## src/verilog/mitf_defines.svh

```systemverilog
// Instruction length and timing constants for the execution timer
`ifndef MITF_DEFINES_SVH
`define MITF_DEFINES_SVH
// ----------------------------------------
// Instruction byte lengths
// ----------------------------------------
`define MITF_LEN_1 2'h1
`define MITF_LEN_2 2'h2
`define MITF_LEN_3 2'h3
// ----------------------------------------
// Instruction cycle counts
// ----------------------------------------
`define MITF_CYC_1 4'h1
`define MITF_CYC_2 4'h2
`define MITF_CYC_3 4'h3
`define MITF_CYC_4 4'h4
`define MITF_CYC_9 4'h9
`endif

```

## src/verilog/mitf_pkg.sv

```systemverilog
// Types shared by the instruction execution timer
package mitf_pkg;
    typedef enum logic [4:0] {
        MITF_NOP = 5'h00,
        MITF_MOV_ACC_REG = 5'h01,
        MITF_MOV_ACC_IND = 5'h02,
        MITF_MOV_THREE = 5'h03,
        MITF_EXTENDED_MEMORY_MOVE = 5'h04,
        MITF_CODE_TABLE_READ = 5'h05,
        MITF_CARRY_BIT = 5'h06,
        MITF_DIRECT_BIT = 5'h07,
        MITF_REL_SHORT = 5'h08,
        MITF_LONG_JUMP_CALL = 5'h09,
        MITF_PAGE_JUMP_CALL = 5'h0a,
        MITF_REL_LONG = 5'h0b,
        MITF_DECREMENT_BRANCH_NONZERO = 5'h0c,
        MITF_JUMP_INDIRECT = 5'h0d,
        MITF_NIBBLE_EXCHANGE = 5'h0e,
        MITF_ADD = 5'h0f,
        MITF_ADD_WITH_CARRY_IN = 5'h10,
        MITF_SUBTRACT_WITH_BORROW = 5'h11,
        MITF_MUL = 5'h12,
        MITF_PORT_READ = 5'h13,
        MITF_PORT_RMW = 5'h14,
        MITF_PORT_BIT = 5'h15
    } mitf_class_e;

    // Sub-operation: RMW 0 and 1 or 2 xor 3 inc 4 dec 5 cpl; bit 0 clr 1 set 2 carry
    typedef struct packed {
        mitf_class_e cls;
        logic [2:0] sub;
        logic [2:0] bit_sel;
        logic [7:0] acc;
        logic [7:0] src;
        logic [7:0] b;
        logic carry;
        logic [7:0] pin;
        logic [7:0] latch;
    } mitf_req_s;

    typedef struct packed {
        logic [1:0] length;
        logic [3:0] cycles;
        logic [7:0] acc;
        logic [7:0] b;
        logic [7:0] mem;
        logic carry;
        logic signed_overflow_flag;
        logic half_carry_flag;
        logic taken;
        logic port_wr;
        logic [7:0] port_data;
    } mitf_res_s;

    typedef struct packed {
        logic busy;
        logic [3:0] cnt;
        mitf_res_s res;
    } mitf_state_s;
endpackage : mitf_pkg
```

## src/verilog/mitf_exec.sv

```systemverilog
// Instruction timing, port read-modify-write and arithmetic flag unit
// Contract
// - Extended memory moves: 1 byte, 4 cycles
// - Code table reads: 1 byte, 4 cycles
// - Acc-register move 1 cycle, indirect 2
// - Three-byte moves complete in 3 cycles
// - Carry bit ops 1/1, direct bit 2/2
// - Two-byte relative branches take 3 cycles
// - Long jump and call: 3 bytes, 4 cycles
// - Page jump and call: 2 bytes, 3 cycles
// - Three-byte conditional branches take 4 cycles
// - Register decrement branch: 2 bytes, 3 cycles
// - Indirect jump: 1 byte, 3 cycles
// - Nibble exchange swaps low nibbles, 2 cycles
// - Port input reads the pin level
// - Port modify instructions read the latch
// - Bit writes rewrite whole latch byte
// - Add carry from bit 7
// - Add overflow is carry6 xor carry7
// - Add half carry from bit 3
// - Carry-in only for add with carry
// - Subtract borrow flag from bit 7
// - Subtract overflow and half borrow flags
// - Multiply low byte acc, high byte B
// - Multiply clears carry, overflow above 255
`include "mitf_defines.svh"
module mitf_exec
    import mitf_pkg::*;
(
    // Clock and reset
    input wire logic sys_clk,
    input wire logic reset,
    // Request
    input wire logic req_valid,
    input mitf_req_s req,
    output logic req_ready,
    // Result
    output logic done,
    output mitf_res_s res
);
    // ----------------------------------------
    // State
    // ----------------------------------------
    mitf_state_s state_q;
    mitf_state_s state_d;
    logic take;
    logic cin;
    logic [8:0] sum9;
    logic [7:0] sum7;
    logic [4:0] sum4;
    logic [8:0] dif9;
    logic [7:0] dif7;
    logic [4:0] dif4;
    logic [15:0] prod;
    logic [7:0] rmw;
    logic [7:0] bit_mask;
    logic [1:0] len;
    logic [3:0] cyc;

    assign done = state_q.busy && (state_q.cnt == 4'h0);
    assign req_ready = !state_q.busy || done;
    assign take = req_valid && req_ready;
    assign res = state_q.res;

    // ----------------------------------------
    // Length and timing per class
    // ----------------------------------------
    always_comb
    begin
        len = `MITF_LEN_1;
        cyc = `MITF_CYC_1;
        case (req.cls)
            MITF_MOV_ACC_REG, MITF_CARRY_BIT, MITF_ADD, MITF_ADD_WITH_CARRY_IN,
            MITF_SUBTRACT_WITH_BORROW, MITF_NOP:
            begin
                len = `MITF_LEN_1;
                cyc = `MITF_CYC_1;
            end
            MITF_MOV_ACC_IND, MITF_NIBBLE_EXCHANGE:
            begin
                len = `MITF_LEN_1;
                cyc = `MITF_CYC_2;
            end
            MITF_MOV_THREE:
            begin
                len = `MITF_LEN_3;
                cyc = `MITF_CYC_3;
            end
            MITF_EXTENDED_MEMORY_MOVE, MITF_CODE_TABLE_READ:
            begin
                len = `MITF_LEN_1;
                cyc = `MITF_CYC_4;
            end
            MITF_DIRECT_BIT, MITF_PORT_READ, MITF_PORT_RMW, MITF_PORT_BIT:
            begin
                len = `MITF_LEN_2;
                cyc = `MITF_CYC_2;
            end
            MITF_REL_SHORT, MITF_PAGE_JUMP_CALL, MITF_DECREMENT_BRANCH_NONZERO:
            begin
                len = `MITF_LEN_2;
                cyc = `MITF_CYC_3;
            end
            MITF_LONG_JUMP_CALL, MITF_REL_LONG:
            begin
                len = `MITF_LEN_3;
                cyc = `MITF_CYC_4;
            end
            MITF_JUMP_INDIRECT:
            begin
                len = `MITF_LEN_1;
                cyc = `MITF_CYC_3;
            end
            MITF_MUL:
            begin
                len = `MITF_LEN_1;
                cyc = `MITF_CYC_9;
            end
            default:
            begin
                len = `MITF_LEN_1;
                cyc = `MITF_CYC_1;
            end
        endcase
    end

    // ----------------------------------------
    // Arithmetic
    // ----------------------------------------
    assign cin = (req.cls == MITF_ADD) ? 1'b0 : req.carry;
    assign sum9 = {1'b0, req.acc} + {1'b0, req.src} + {8'h00, cin};
    assign sum7 = {1'b0, req.acc[6:0]} + {1'b0, req.src[6:0]} + {7'h00, cin};
    assign sum4 = {1'b0, req.acc[3:0]} + {1'b0, req.src[3:0]} + {4'h0, cin};
    assign dif9 = {1'b0, req.acc} - {1'b0, req.src} - {8'h00, req.carry};
    assign dif7 = {1'b0, req.acc[6:0]} - {1'b0, req.src[6:0]} - {7'h00, req.carry};
    assign dif4 = {1'b0, req.acc[3:0]} - {1'b0, req.src[3:0]} - {4'h0, req.carry};
    assign prod = req.acc * req.b;
    assign bit_mask = 8'h01 << req.bit_sel;

    // Port modify uses latch, never pin
    always_comb
    begin
        case (req.sub)
            3'h0: rmw = req.latch & req.acc;
            3'h1: rmw = req.latch | req.acc;
            3'h2: rmw = req.latch ^ req.acc;
            3'h3: rmw = req.latch + 8'h01;
            3'h4: rmw = req.latch - 8'h01;
            default: rmw = req.latch ^ bit_mask;
        endcase
    end

    // ----------------------------------------
    // Next state
    // ----------------------------------------
    always_comb
    begin
        state_d = state_q;
        if (done)
        begin
            state_d.busy = 1'b0;
        end
        else if (state_q.busy)
        begin
            state_d.cnt = state_q.cnt - 4'h1;
        end
        if (take)
        begin
            state_d.busy = 1'b1;
            state_d.cnt = cyc - 4'h1;
            state_d.res = '0;
            state_d.res.length = len;
            state_d.res.cycles = cyc;
            state_d.res.acc = req.acc;
            state_d.res.b = req.b;
            state_d.res.mem = req.src;
            state_d.res.carry = req.carry;
            state_d.res.port_data = req.latch;
            case (req.cls)
                MITF_ADD, MITF_ADD_WITH_CARRY_IN:
                begin
                    state_d.res.acc = sum9[7:0];
                    state_d.res.carry = sum9[8];
                    state_d.res.signed_overflow_flag = sum7[7] ^ sum9[8];
                    state_d.res.half_carry_flag = sum4[4];
                end
                MITF_SUBTRACT_WITH_BORROW:
                begin
                    state_d.res.acc = dif9[7:0];
                    state_d.res.carry = dif9[8];
                    state_d.res.signed_overflow_flag = dif7[7] ^ dif9[8];
                    state_d.res.half_carry_flag = dif4[4];
                end
                MITF_MUL:
                begin
                    state_d.res.acc = prod[7:0];
                    state_d.res.b = prod[15:8];
                    state_d.res.carry = 1'b0;
                    state_d.res.signed_overflow_flag = |prod[15:8];
                end
                MITF_NIBBLE_EXCHANGE:
                begin
                    state_d.res.acc = {req.acc[7:4], req.src[3:0]};
                    state_d.res.mem = {req.src[7:4], req.acc[3:0]};
                end
                MITF_DECREMENT_BRANCH_NONZERO:
                begin
                    state_d.res.mem = req.src - 8'h01;
                    state_d.res.taken = (req.src != 8'h01);
                end
                MITF_PORT_READ:
                begin
                    state_d.res.acc = req.pin;
                end
                MITF_PORT_RMW:
                begin
                    state_d.res.port_wr = 1'b1;
                    state_d.res.port_data = rmw;
                end
                MITF_PORT_BIT:
                begin
                    state_d.res.port_wr = 1'b1;
                    case (req.sub)
                        3'h0: state_d.res.port_data = req.latch & ~bit_mask;
                        3'h1: state_d.res.port_data = req.latch | bit_mask;
                        default: state_d.res.port_data = req.carry ?
                            (req.latch | bit_mask) : (req.latch & ~bit_mask);
                    endcase
                end
                default:
                begin
                    state_d.res.taken = 1'b0;
                end
            endcase
        end
    end

    always_ff @(posedge sys_clk or posedge reset)
    begin
        if (reset)
        begin
            state_q <= '0;
        end
        else
        begin
            state_q <= state_d;
        end
    end
endmodule : mitf_exec

```

## config.mk

```make
export PLATFORM = sky130hd
export DESIGN_NAME = mitf_exec
export DESIGN_NICKNAME = d
export VERILOG_FILES = /design/src/verilog/mitf_pkg.sv /design/src/verilog/mitf_exec.sv
export VERILOG_INCLUDE_DIRS = /design/src /design/src/verilog
export SDC_FILE = /design/constraint.sdc
export NUM_CORES = 1
export LEC_CHECK = 0
export ABC_AREA = 1
export BUFFER_PORTS_ARGS = -buffer_cell sky130_fd_sc_hd__buf_2
export CAP_MARGIN = 20
export CORE_ASPECT_RATIO = 0.9
export CORE_MARGIN = 2
export CORE_UTILIZATION = 41
export DETAILED_ROUTE_END_ITERATION = 8
export GPL_TIMING_DRIVEN = 0
export SYNTH_ARGS = -nofsm -noshare
export SYNTH_HDL_FRONTEND = slang
export SYNTH_SLANG_ARGS = --single-unit
```

## constraint.sdc

```tcl
create_clock -name sys_clk -period 2.1 [get_ports sys_clk]
set_input_delay 0.42 -clock sys_clk [delete_from_list [all_inputs] [get_ports sys_clk]]
set_output_delay 0.42 -clock sys_clk [all_outputs]
set_load 0.1 [all_outputs]
```

==> run metrics, run 1 <==
# IOs=100; vias in the first global route=6955; share of layout cells above drive strength 1=33.3%; cell area after layout=9780 µm²; worst path required time=2290 ps; Cells after DPL=1454; Tmin final=slightly below 4000 ps; Worst Path Max Fanout=8; placed cell areas=8560 µm²; Final ANT Viol Nets=0; met1 Usage GRT=37.3%; clk root buf=clkbuf_16; # rows=46; Final setup viols=16; post-route core utilization=55.5%; Max clock buf depth=2; drt pass-1 iters=5; critical path arrival=approximately 4000 ps; antenna fix cells=0; fmax=255 MHz; Netlist cell types=50; cell taking the most area after synthesis=dfrtp_1; final net count=1423; Pwr Total=12.0 mW; clock transition at the registers of the reported paths=80 ps; syn avg cell area=6.56 µm²; Setup Crit Path Kind=in2reg; top post-synthesis cells by area=dfrtp_1 16%, nand2_1 15%, ha_1 11%, fa_1 11%, inv_1 10%; first-pass GRT wire length=37.4 mm; die width=145 µm; Net Count, Synth=1285; Avg WL per Cell=16.0 µm; share of the synthesized area in the top cell type=16.3%; final setup TNS=-20990 ps; worst slew pin tran=around 800 ps; status=finished with violations; DRC=0; Synth Cell Area=approximately 7400 µm²; met2 Use GR=between 30% and 40%; Slew HR=between 40% and 50%; share of flip-flops with an asynchronous set or reset=100%; Detailed Route Iter0 Violations=about 490; Clock Sinks=48; RePlAce Congestion=0.944; Post-Syn Instances=1123; Max Slew Vio Count=0; failing checks=setup timing; met3 Use GR=3.44%; Layout area overhead=32.7%; CTS Buf Count=5; grt total ovfl=0; final hold vios=0; Final Skew=6.24 ps; FILL cells=about 1700; H-tree depth=2; vias after detailed routing=7655; final hold slack=around 170 ps; Yosys Warn Count=0; Initial Utilization=a little over two fifths; Die ar.=19100 µm²; global routing's busiest layer=met1; die height=131 µm; power per cell area=1230 nW/µm²; dpl ws=-2560 ps; final cell count without fillers=1502; Leakage=5.17 nW; post-synthesis sequential area ratio=16.3%; HP Class=in2async; post-synthesis register bit count=48; ys flop type=dfrtp_1; critical path launch point type=input port; Clock Latency Late Sink=310 ps; CP endpoint kind=flop; Max Cap Viol=0; TritonCTS clock tree=built; Final Cycle Share=187%; initial antenna violation count=0; post-DR vias/cell=~5; gr usage total=24.6%; EDFF count, synth=0; HPWL Detailed=18.5 mm; largest net degree at the start of global routing=27; Core ar.=17600 µm²; Final Worst Setup Slack=-1830 ps; total detailed-routing wirelength=24.0 mm; unrepaired setup endpoints after global routing=true; Worst IR Drop VDD=around 0.77 mV; I/O Buffers=90
## what timing repair did
action,CTS,global route
setup endpoints to repair,19,23
endpoints found under the hold margin,0,0
gates resized for setup,101,109
setup buffers,23,21
pin swaps,45,61
hold buffers,0,0
gates cloned,0,0
## state kept, by name (all words and copies together) (netlist names)
name and flops:
res 43, state_q 5
## critical path, cell delays in order
cell and delay [ps]:
buf_8 100, clkbuf_16 150, nand2_4 50, inv_2 30
fa_1 470, inv_1 50, fa_1 470, inv_1 50
fa_1 490, inv_1 50, fa_1 490, inv_2 50
ha_4 320, nand2_4 90, nor2_4 100, nand2_2 80
nand2_4 80, nand2_2 50, nand3b_1 90, nand2_2 80
nor2_4 160, nand2_4 80, nand2_2 50, nand3_1 60
## cell usage in the layout (no fill, tap or decap), types with 13 or more instances in the layout
master   Yosys  layout
a21oi_1     66      56
buf_2        7      85
buf_4       44      75
buf_6        3      22
dfrtp_1     48      48
fa_1        41      33
ha_1        66      43
ha_4         0      20
inv_1      199     159
inv_2        6      39
nand2_1    294     229
nand2_2      2      45
nand2_4      0      22
nand3_1     80      70
nor2_1      86      75
nor2_4       8      14
o21ai_0     60      53
o21ai_1      6      13
## per-layer routing
| layer | up-vias | part of all wire, % | wire (µm) |
|---|---|---|---|
| met2 | 265 | 43 | 10400 |
| li1 | 3783 | - | - |
| met3 | 20 | 6.7 | 1610 |
| met4 | 0 | 1.4 | 336 |
| met1 | 3587 | 48 | 11600 |
| met5 | - | 0 | 0 |
## kinds of logic after synthesis
family	synth area share [%]
mux	0.153
xor+xnor	1.78
compound gates	13.2
fa+ha+maj	22.3
simple gates	29.3
buf+inv	17.0
flops	16.3
## synthesized netlist by cell type (2+ instances only)
cell,number
a211oi_2,4
a21oi_1,66
a21oi_2,3
a22o_1,3
a311oi_1,3
a31oi_1,3
buf_1,4
buf_2,7
buf_4,44
buf_6,3
clkbuf_1,15
dfrtp_1,48
fa_1,41
ha_1,66
inv_1,199
inv_2,6
inv_4,2
nand2_1,294
nand2_2,2
nand3_1,80
nand3b_1,3
nand4_1,7
nor2_1,86
nor2_4,8
nor3_1,9
o2111ai_1,2
o211ai_1,5
o21ai_0,60
o21ai_1,6
o21bai_1,2
o22ai_1,4
or2_2,7
xnor2_1,5
xor2_1,10
## power breakdown
part	switching [mW]	internal (mW)
combinational	6.31	2.99
sequential	0.252	1.36
clock	0.433	0.689
## area by class of cell
type	count	area (µm²)	area share, %
clock inverters	3	68.8	0.704
well taps	240	300	3.07
plain buffers	70	637	6.51
repair buffers	134	953	9.75
inverters	207	806	8.24
clock buffers	5	125	1.28
flip-flops and latches	48	1200	12.3
multi-input cells	795	5690	58.2
## path summary, 6_finish.rpt
check,slack [ps],from,endpoint,depth (start not counted)
min in group sys_clk,410,req_valid,state_q[47],3
max in group asynchronous,1370,reset,res[26],3
setup / recovery,-1830,req[36],res[11],24
hold / removal,170,reset,res[20],2
hold reg to reg,480,res[40],res[40],2
setup reg to reg,-90,state_q[46],res[35],9
Power figures use the tool's default switching activity.
==> inputs of run 2 (changes only) <==
Settings changed: CELL_PAD_IN_SITES_DETAIL_PLACEMENT from default to 0, CELL_PAD_IN_SITES_GLOBAL_PLACEMENT from default to 2, CORE_UTILIZATION 41 to 33, PLACE_DENSITY_LB_ADDON from default to 0.1.
==> run 2 against run 1 <==
Effect of this change:
- the run still ends with setup timing left
- global-route usage shrank 1.9 points
- clock-buffer cell count did not move
- sequential share of layout area hardly changed
- worst hold slack gained 11 ps
- largest cell class unchanged
- largest power group unchanged
==> run metrics, run 2 (synthesized netlist as in run 1, its figures left out) <==
Final Worst Setup Slack=-1830 ps; NetSw=7.08 mW; critical path arrival=4130 ps; total detailed-routing wirelength=26.8 mm; wire length on met3=1.19 mm; clock transition at the registers of the reported paths=80 ps; Detailed Route Iter0 Violations=441; Final setup viols=16; die width=162 µm; combinational power share=between 70 and 80%; Final ANT Viol Nets=0; cts hold-fix bufs=0; gr usage total=22.7%; crit-path max cell delay=between 500 and 600 ps; Worst Path Max Fanout=7; dpl ws=-2510 ps; largest net degree at the start of global routing=27; switching share of power=between 50% and 60%; max FFs per register=43; DRT met1 WL=13.8 mm; unrepaired setup endpoints after global routing=true; RR Startpoint=state_q[46]; vias after detailed routing=roughly 7500; first-pass GRT wire length=41.0 mm; antenna fix cells=0; FF-to-FF End=res[34]; HP Class=in2async; status=finished with violations; power per cell area=1230 nW/µm²; # IOs=100; vias in the first global route=about 7000; final hold slack=180 ps; Critical Path, Cell by Cell=buf_8 > clkbuf_16 > nand2_4 > inv_2 > fa_1 > inv_2 > fa_1 > inv_1 > fa_1 > inv_1 > fa_1 > inv_2 > ha_4 > nand2_4 > nor2_4 > nand2_2 > nand2_2 > nand2_2 > nand3b_1 > nand2_2 > nor2_4 > nand2_2 > nand2_1 > nand3_1; Sequential Power Share=13.8%; Core ar.=around 22000 µm²; Clock Latency Late Sink=310 ps; Clock Sinks=48; Avg WL per Cell=17.4 µm; share of layout cells above drive strength 1=32.8%; post-DR vias/cell=4.82; CP top delay family=adder cells; Max Used Layer=met4; Clock Power Share=8.4%; reg2reg setup slack=-50 ps; worst slew pin tran=789 ps; I/O Buffers=90; fmax=255 MHz; Routed met2 length=11.7 mm; Initial Utilization=33.9%; final net count=1415; RePlAce Congestion=0.863; final hold vios=0; Worst IR Drop VDD=0.873 mV; Max clock buf depth=2; Final Cycle Share=187%; most frequent cells in the layout=238 x nand2_1, 164 x inv_1, 85 x buf_2, 70 x nor2_1, 68 x buf_4; Final Skew=4.84 ps; initial antenna violation count=0; CTS Buf Count=5; Tmin final=approximately 3900 ps; drt pass-1 iters=5; failing checks=setup timing; grt total ovfl=0; Leakage=5.12 nW; worst path required time=2300 ps; critical path launch point type=input port; Die ar.=~24000 µm²; CP endpoint kind=flop; Setup Crit Path Kind=in2reg; most common cell after layout, fill and taps aside=nand2_1; WP buf/inv=7; # rows=51; Pint=4.92 mW; Layout area overhead=32.7%; HPWL Detailed=between 20 and 25 mm; TritonCTS clock tree=built; die height=approximately 150 µm; Slowest cell on crit path=fa_1; Max Slew Vio Count=0; DRC=0; clk root buf=clkbuf_16; H-tree depth=2; most used cell along the critical path=nand2_2; Max Cap Viol=0; worst r2r path cells=9; Slew HR=a little under half; Pwr Total=~12 mW
[run 2: worst max-delay path by stage]
stage	cells after the start	end	from	slack, ps
global route	25	res[11]	req[36]	-2020
global placement	20	res[11]	req[37]	-2500
finish	24	res[11]	req[36]	-1830
detailed placement	18	res[11]	req[35]	-2510
floorplan	23	res[11]	req[38]	-1790
CTS	26	res[11]	req[37]	-1820
[run 2: metrics by stage]
stage	std cells	cell area [µm²]	util, %	TNS, ps
6_report	1545	9780	45.0	-21360
5_1_grt	1545	9780	45.0	-23980
4_1_cts	1537	9380	43.1	-21680
3_5_place_dp	1505	8620	39.6	-32330
3_3_place_gp	1504	8600	39.5	-57470
2_1_floorplan	1123	7780	-	-20090
[run 2: cell type report]
type,count,area [µm²]
Timing Repair Buffer,126,896
Sequential cell,48,1200
Multi-Input combinational cell,795,5720
Clock inverter,3,42.5
Tap cell,291,364
Inverter,207,802
Fill cell,2341,12000
Buffer,70,638
Clock buffer,5,125
[run 2: routing by layer]
| layer | up-vias | global-route usage (%) |
|---|---|---|
| li1 | 3763 | - |
| met1 | 3506 | 35.0 |
| met2 | 170 | 34.9 |
| met3 | 13 | 2.54 |
| met4 | 0 | 2.32 |
| met5 | - | 0 |
[run 2: timing repair]
item | CTS | global route
setup buffers | 25 | 11
gates resized for setup | 103 | 100
setup endpoints to repair | 21 | 31
pin swaps | 54 | 67
endpoints found under the hold margin | 0 | 0
[run 2: power by group through the flow]
stage | clock (mW) | sequential, mW | combinational, mW
final | 1.01 | 1.65 | 9.33
after global routing | 1.05 | 1.70 | 10.0
after CTS | 1.03 | 1.65 | 8.77
after detailed placement | 0 | 1.66 | 8.07
after global placement | 0 | 1.66 | 8.07
after floorplan | 0 | 1.55 | 6.70
==> inputs of run 3 (changes only) <==
Settings changed: ABC_AREA 1 to default, CORE_UTILIZATION 33 to 35.
==> run 3 against run 2 <==
Effect of this change:
- the run still ends with setup timing left
- worst hold slack worse by 67 ps
- sequential power about the same
- clock-buffer cell count unchanged
- worst setup slack worse by 520 ps
- clock power down 19%
- sequential share of layout area down 0.27 points
- clock skew grew 2.5 ps
- critical path type unchanged
- largest cell class unchanged
==> run metrics, run 3 <==
Clock Sinks=48; failing checks=setup timing; FF-to-FF End=res[11]; # rows=49; Tmin final=about 4500 ps; clock transition at the registers of the reported paths=around 70 ps; Slowest cell on crit path=fa_1; RePlAce Congestion=0.863; vias in the first global route=6730; placed cell areas=8310 µm²; drt pass-1 iters=5; die height=139 µm; Max Slew Vio Count=0; Final ANT Viol Nets=0; share of the synthesized area in the top cell type=17.0%; final hold slack=roughly 110 ps; Layout area overhead=41.9%; most instantiated cells after synthesis=97 x nand2_1, 85 x inv_1, 66 x ha_1; gr usage total=23.5%; Final setup viols=24; Detailed Route Iter0 Violations=295; Critical Path, Cell by Cell=buf_8 > clkbuf_16 > and2_4 > fa_1 > inv_1 > fa_1 > inv_1 > fa_1 > inv_1 > fa_1 > inv_2 > ha_4 > a21o_1 > a21oi_4 > a311oi_2 > a311o_1 > a211oi_2 > and4bb_1 > o22ai_1; initial antenna violation count=0; unrepaired setup endpoints after global routing=true; CP endpoint kind=flop; most used cell along the critical path=fa_1; Netlist cell types=84; cell taking the most area after synthesis=dfrtp_1; top-count cell post-synth=nand2_1; CP top delay family=adder cells; post-synthesis register bit count=48; Final Cycle Share=212%; critical path arrival=4620 ps; total detailed-routing wirelength=approximately 25 mm; die width=154 µm; power per cell area=1200 nW/µm²; Clock Latency Late Sink=approximately 300 ps; worst slew pin tran=724 ps; critical path launch point type=input port; Worst IR Drop VDD=around 0.6 mV; antenna fix cells=0; clk root buf=clkbuf_16; Synth Cell Area=just over 7000 µm²; EDFF count, synth=0; most common cell after layout, fill and taps aside=buf_4; HP Class=in2async; Final Skew=7.30 ps; Max clock buf depth=2; Die ar.=roughly 21000 µm²; Max Cap Viol=0; CTS Buf Count=5; Avg WL per Cell=19.8 µm; cts hold-fix bufs=0; DRC=0; Slew HR=51.7%; critical path depth in cells=19; status=finished with violations; fmax=225 MHz; grt total ovfl=0; worst r2r path cells=8; WP buf/inv=6; Post-Syn Instances=872; Setup Crit Path Kind=in2reg; cell area after layout=10000 µm²; top post-synthesis cells by area=dfrtp_1 17%, ha_1 12%, fa_1 12%, nand2_1 5.2%, buf_4 4.6%; Worst Path Max Fanout=6; syn avg cell area=8.08 µm²; H-tree depth=2; HPWL Detailed=between 15 and 20 mm; wire length on met3=approximately 1.1 mm; largest net degree at the start of global routing=34; Leakage=4.50 nW; I/O Buffers=88; DRT met1 WL=13.0 mm; share of layout cells above drive strength 1=39.4%; Yosys Warn Count=0; TritonCTS clock tree=built; reg2reg setup slack=-130 ps; Max Used Layer=met4; worst path required time=2270 ps; first-pass GRT wire length=39.4 mm; vias after detailed routing=6810; final net count=1194; crit-path max cell delay=between 500 and 600 ps; max FFs per register=43; most frequent cells in the layout=94 x buf_4, 91 x nand2_1, 80 x buf_2, 68 x inv_1, 50 x nor2_1; # IOs=100; Routed met2 length=between 10 and 15 mm; Net Count, Synth=1034; post-DR vias/cell=5.29; final hold vios=0; Initial Utilization=~35%; Core ar.=19900 µm²; ys flop type=dfrtp_1; RR Startpoint=state_q[43]; Final Worst Setup Slack=-2350 ps; post-synthesis sequential area ratio=17.0%; share of flip-flops with an asynchronous set or reset=100%
==> run 3: cell type report <==
| type | count | area, µm² |
|---|---|---|
| Buffer | 88 | 837 |
| Clock buffer | 5 | 125 |
| Clock inverter | 3 | 18.8 |
| Fill cell | 1937 | 9860 |
| Inverter | 86 | 349 |
| Multi-Input combinational cell | 648 | 5960 |
| Sequential cell | 48 | 1200 |
| Tap cell | 255 | 319 |
| Timing Repair Buffer | 155 | 1190 |
==> run 3: power breakdown <==
part / internal (mW) / switching, mW
sequential: 1.36 / 0.262
clock: 0.440 / 0.378
combinational: 3.43 / 6.14
==> run 3: metal layers <==
metal / vias up / global-route usage (%)
li1: 3293 / -
met3: 15 / 1.84
met4: 0 / 3.52
met1: 3319 / 37.1
met2: 183 / 35.7
met5: - / 0
==> run 3: stage by stage <==
step	util, %	total power, mW	setup TNS, ps	instances	setup slack [ps]
floorplan	-	8.19	-28500	872	-2290
global placement	41.7	9.61	-58090	1215	-3090
detailed placement	41.8	9.60	-43250	1216	-3100
CTS	47.6	11.4	-27360	1270	-2300
global route	50.3	12.7	-31090	1288	-2520
finish	50.3	12.0	-28230	1288	-2350
==> run 3: cell families after synthesis <==
family	synth area share, %
multiplexers	1.46
adder cells (fa/ha/maj)	24.1
flip-flops	17.0
XOR/XNOR	5.22
buffers and inverters	12.1
AND/OR/NAND/NOR	19.5
AO/OA/AOI/OAI	20.6
==> run 3: worst max path at each step <==
stage	startpoint	slack [ps]	to
2_1_floorplan	req[19]	-2290	res[11]
3_3_place_gp	req[40]	-3090	res[28]
3_5_place_dp	req[40]	-3100	res[28]
4_1_cts	req[38]	-2300	res[11]
5_1_grt	req[38]	-2520	res[11]
6_report	req[38]	-2350	res[11]
==> run 3: timing repair <==
action,CTS,global route
gates cloned,0,1
buffers inserted,48,20
endpoints found under the setup margin,31,32
pin swaps,55,61
gates resized for setup,134,76
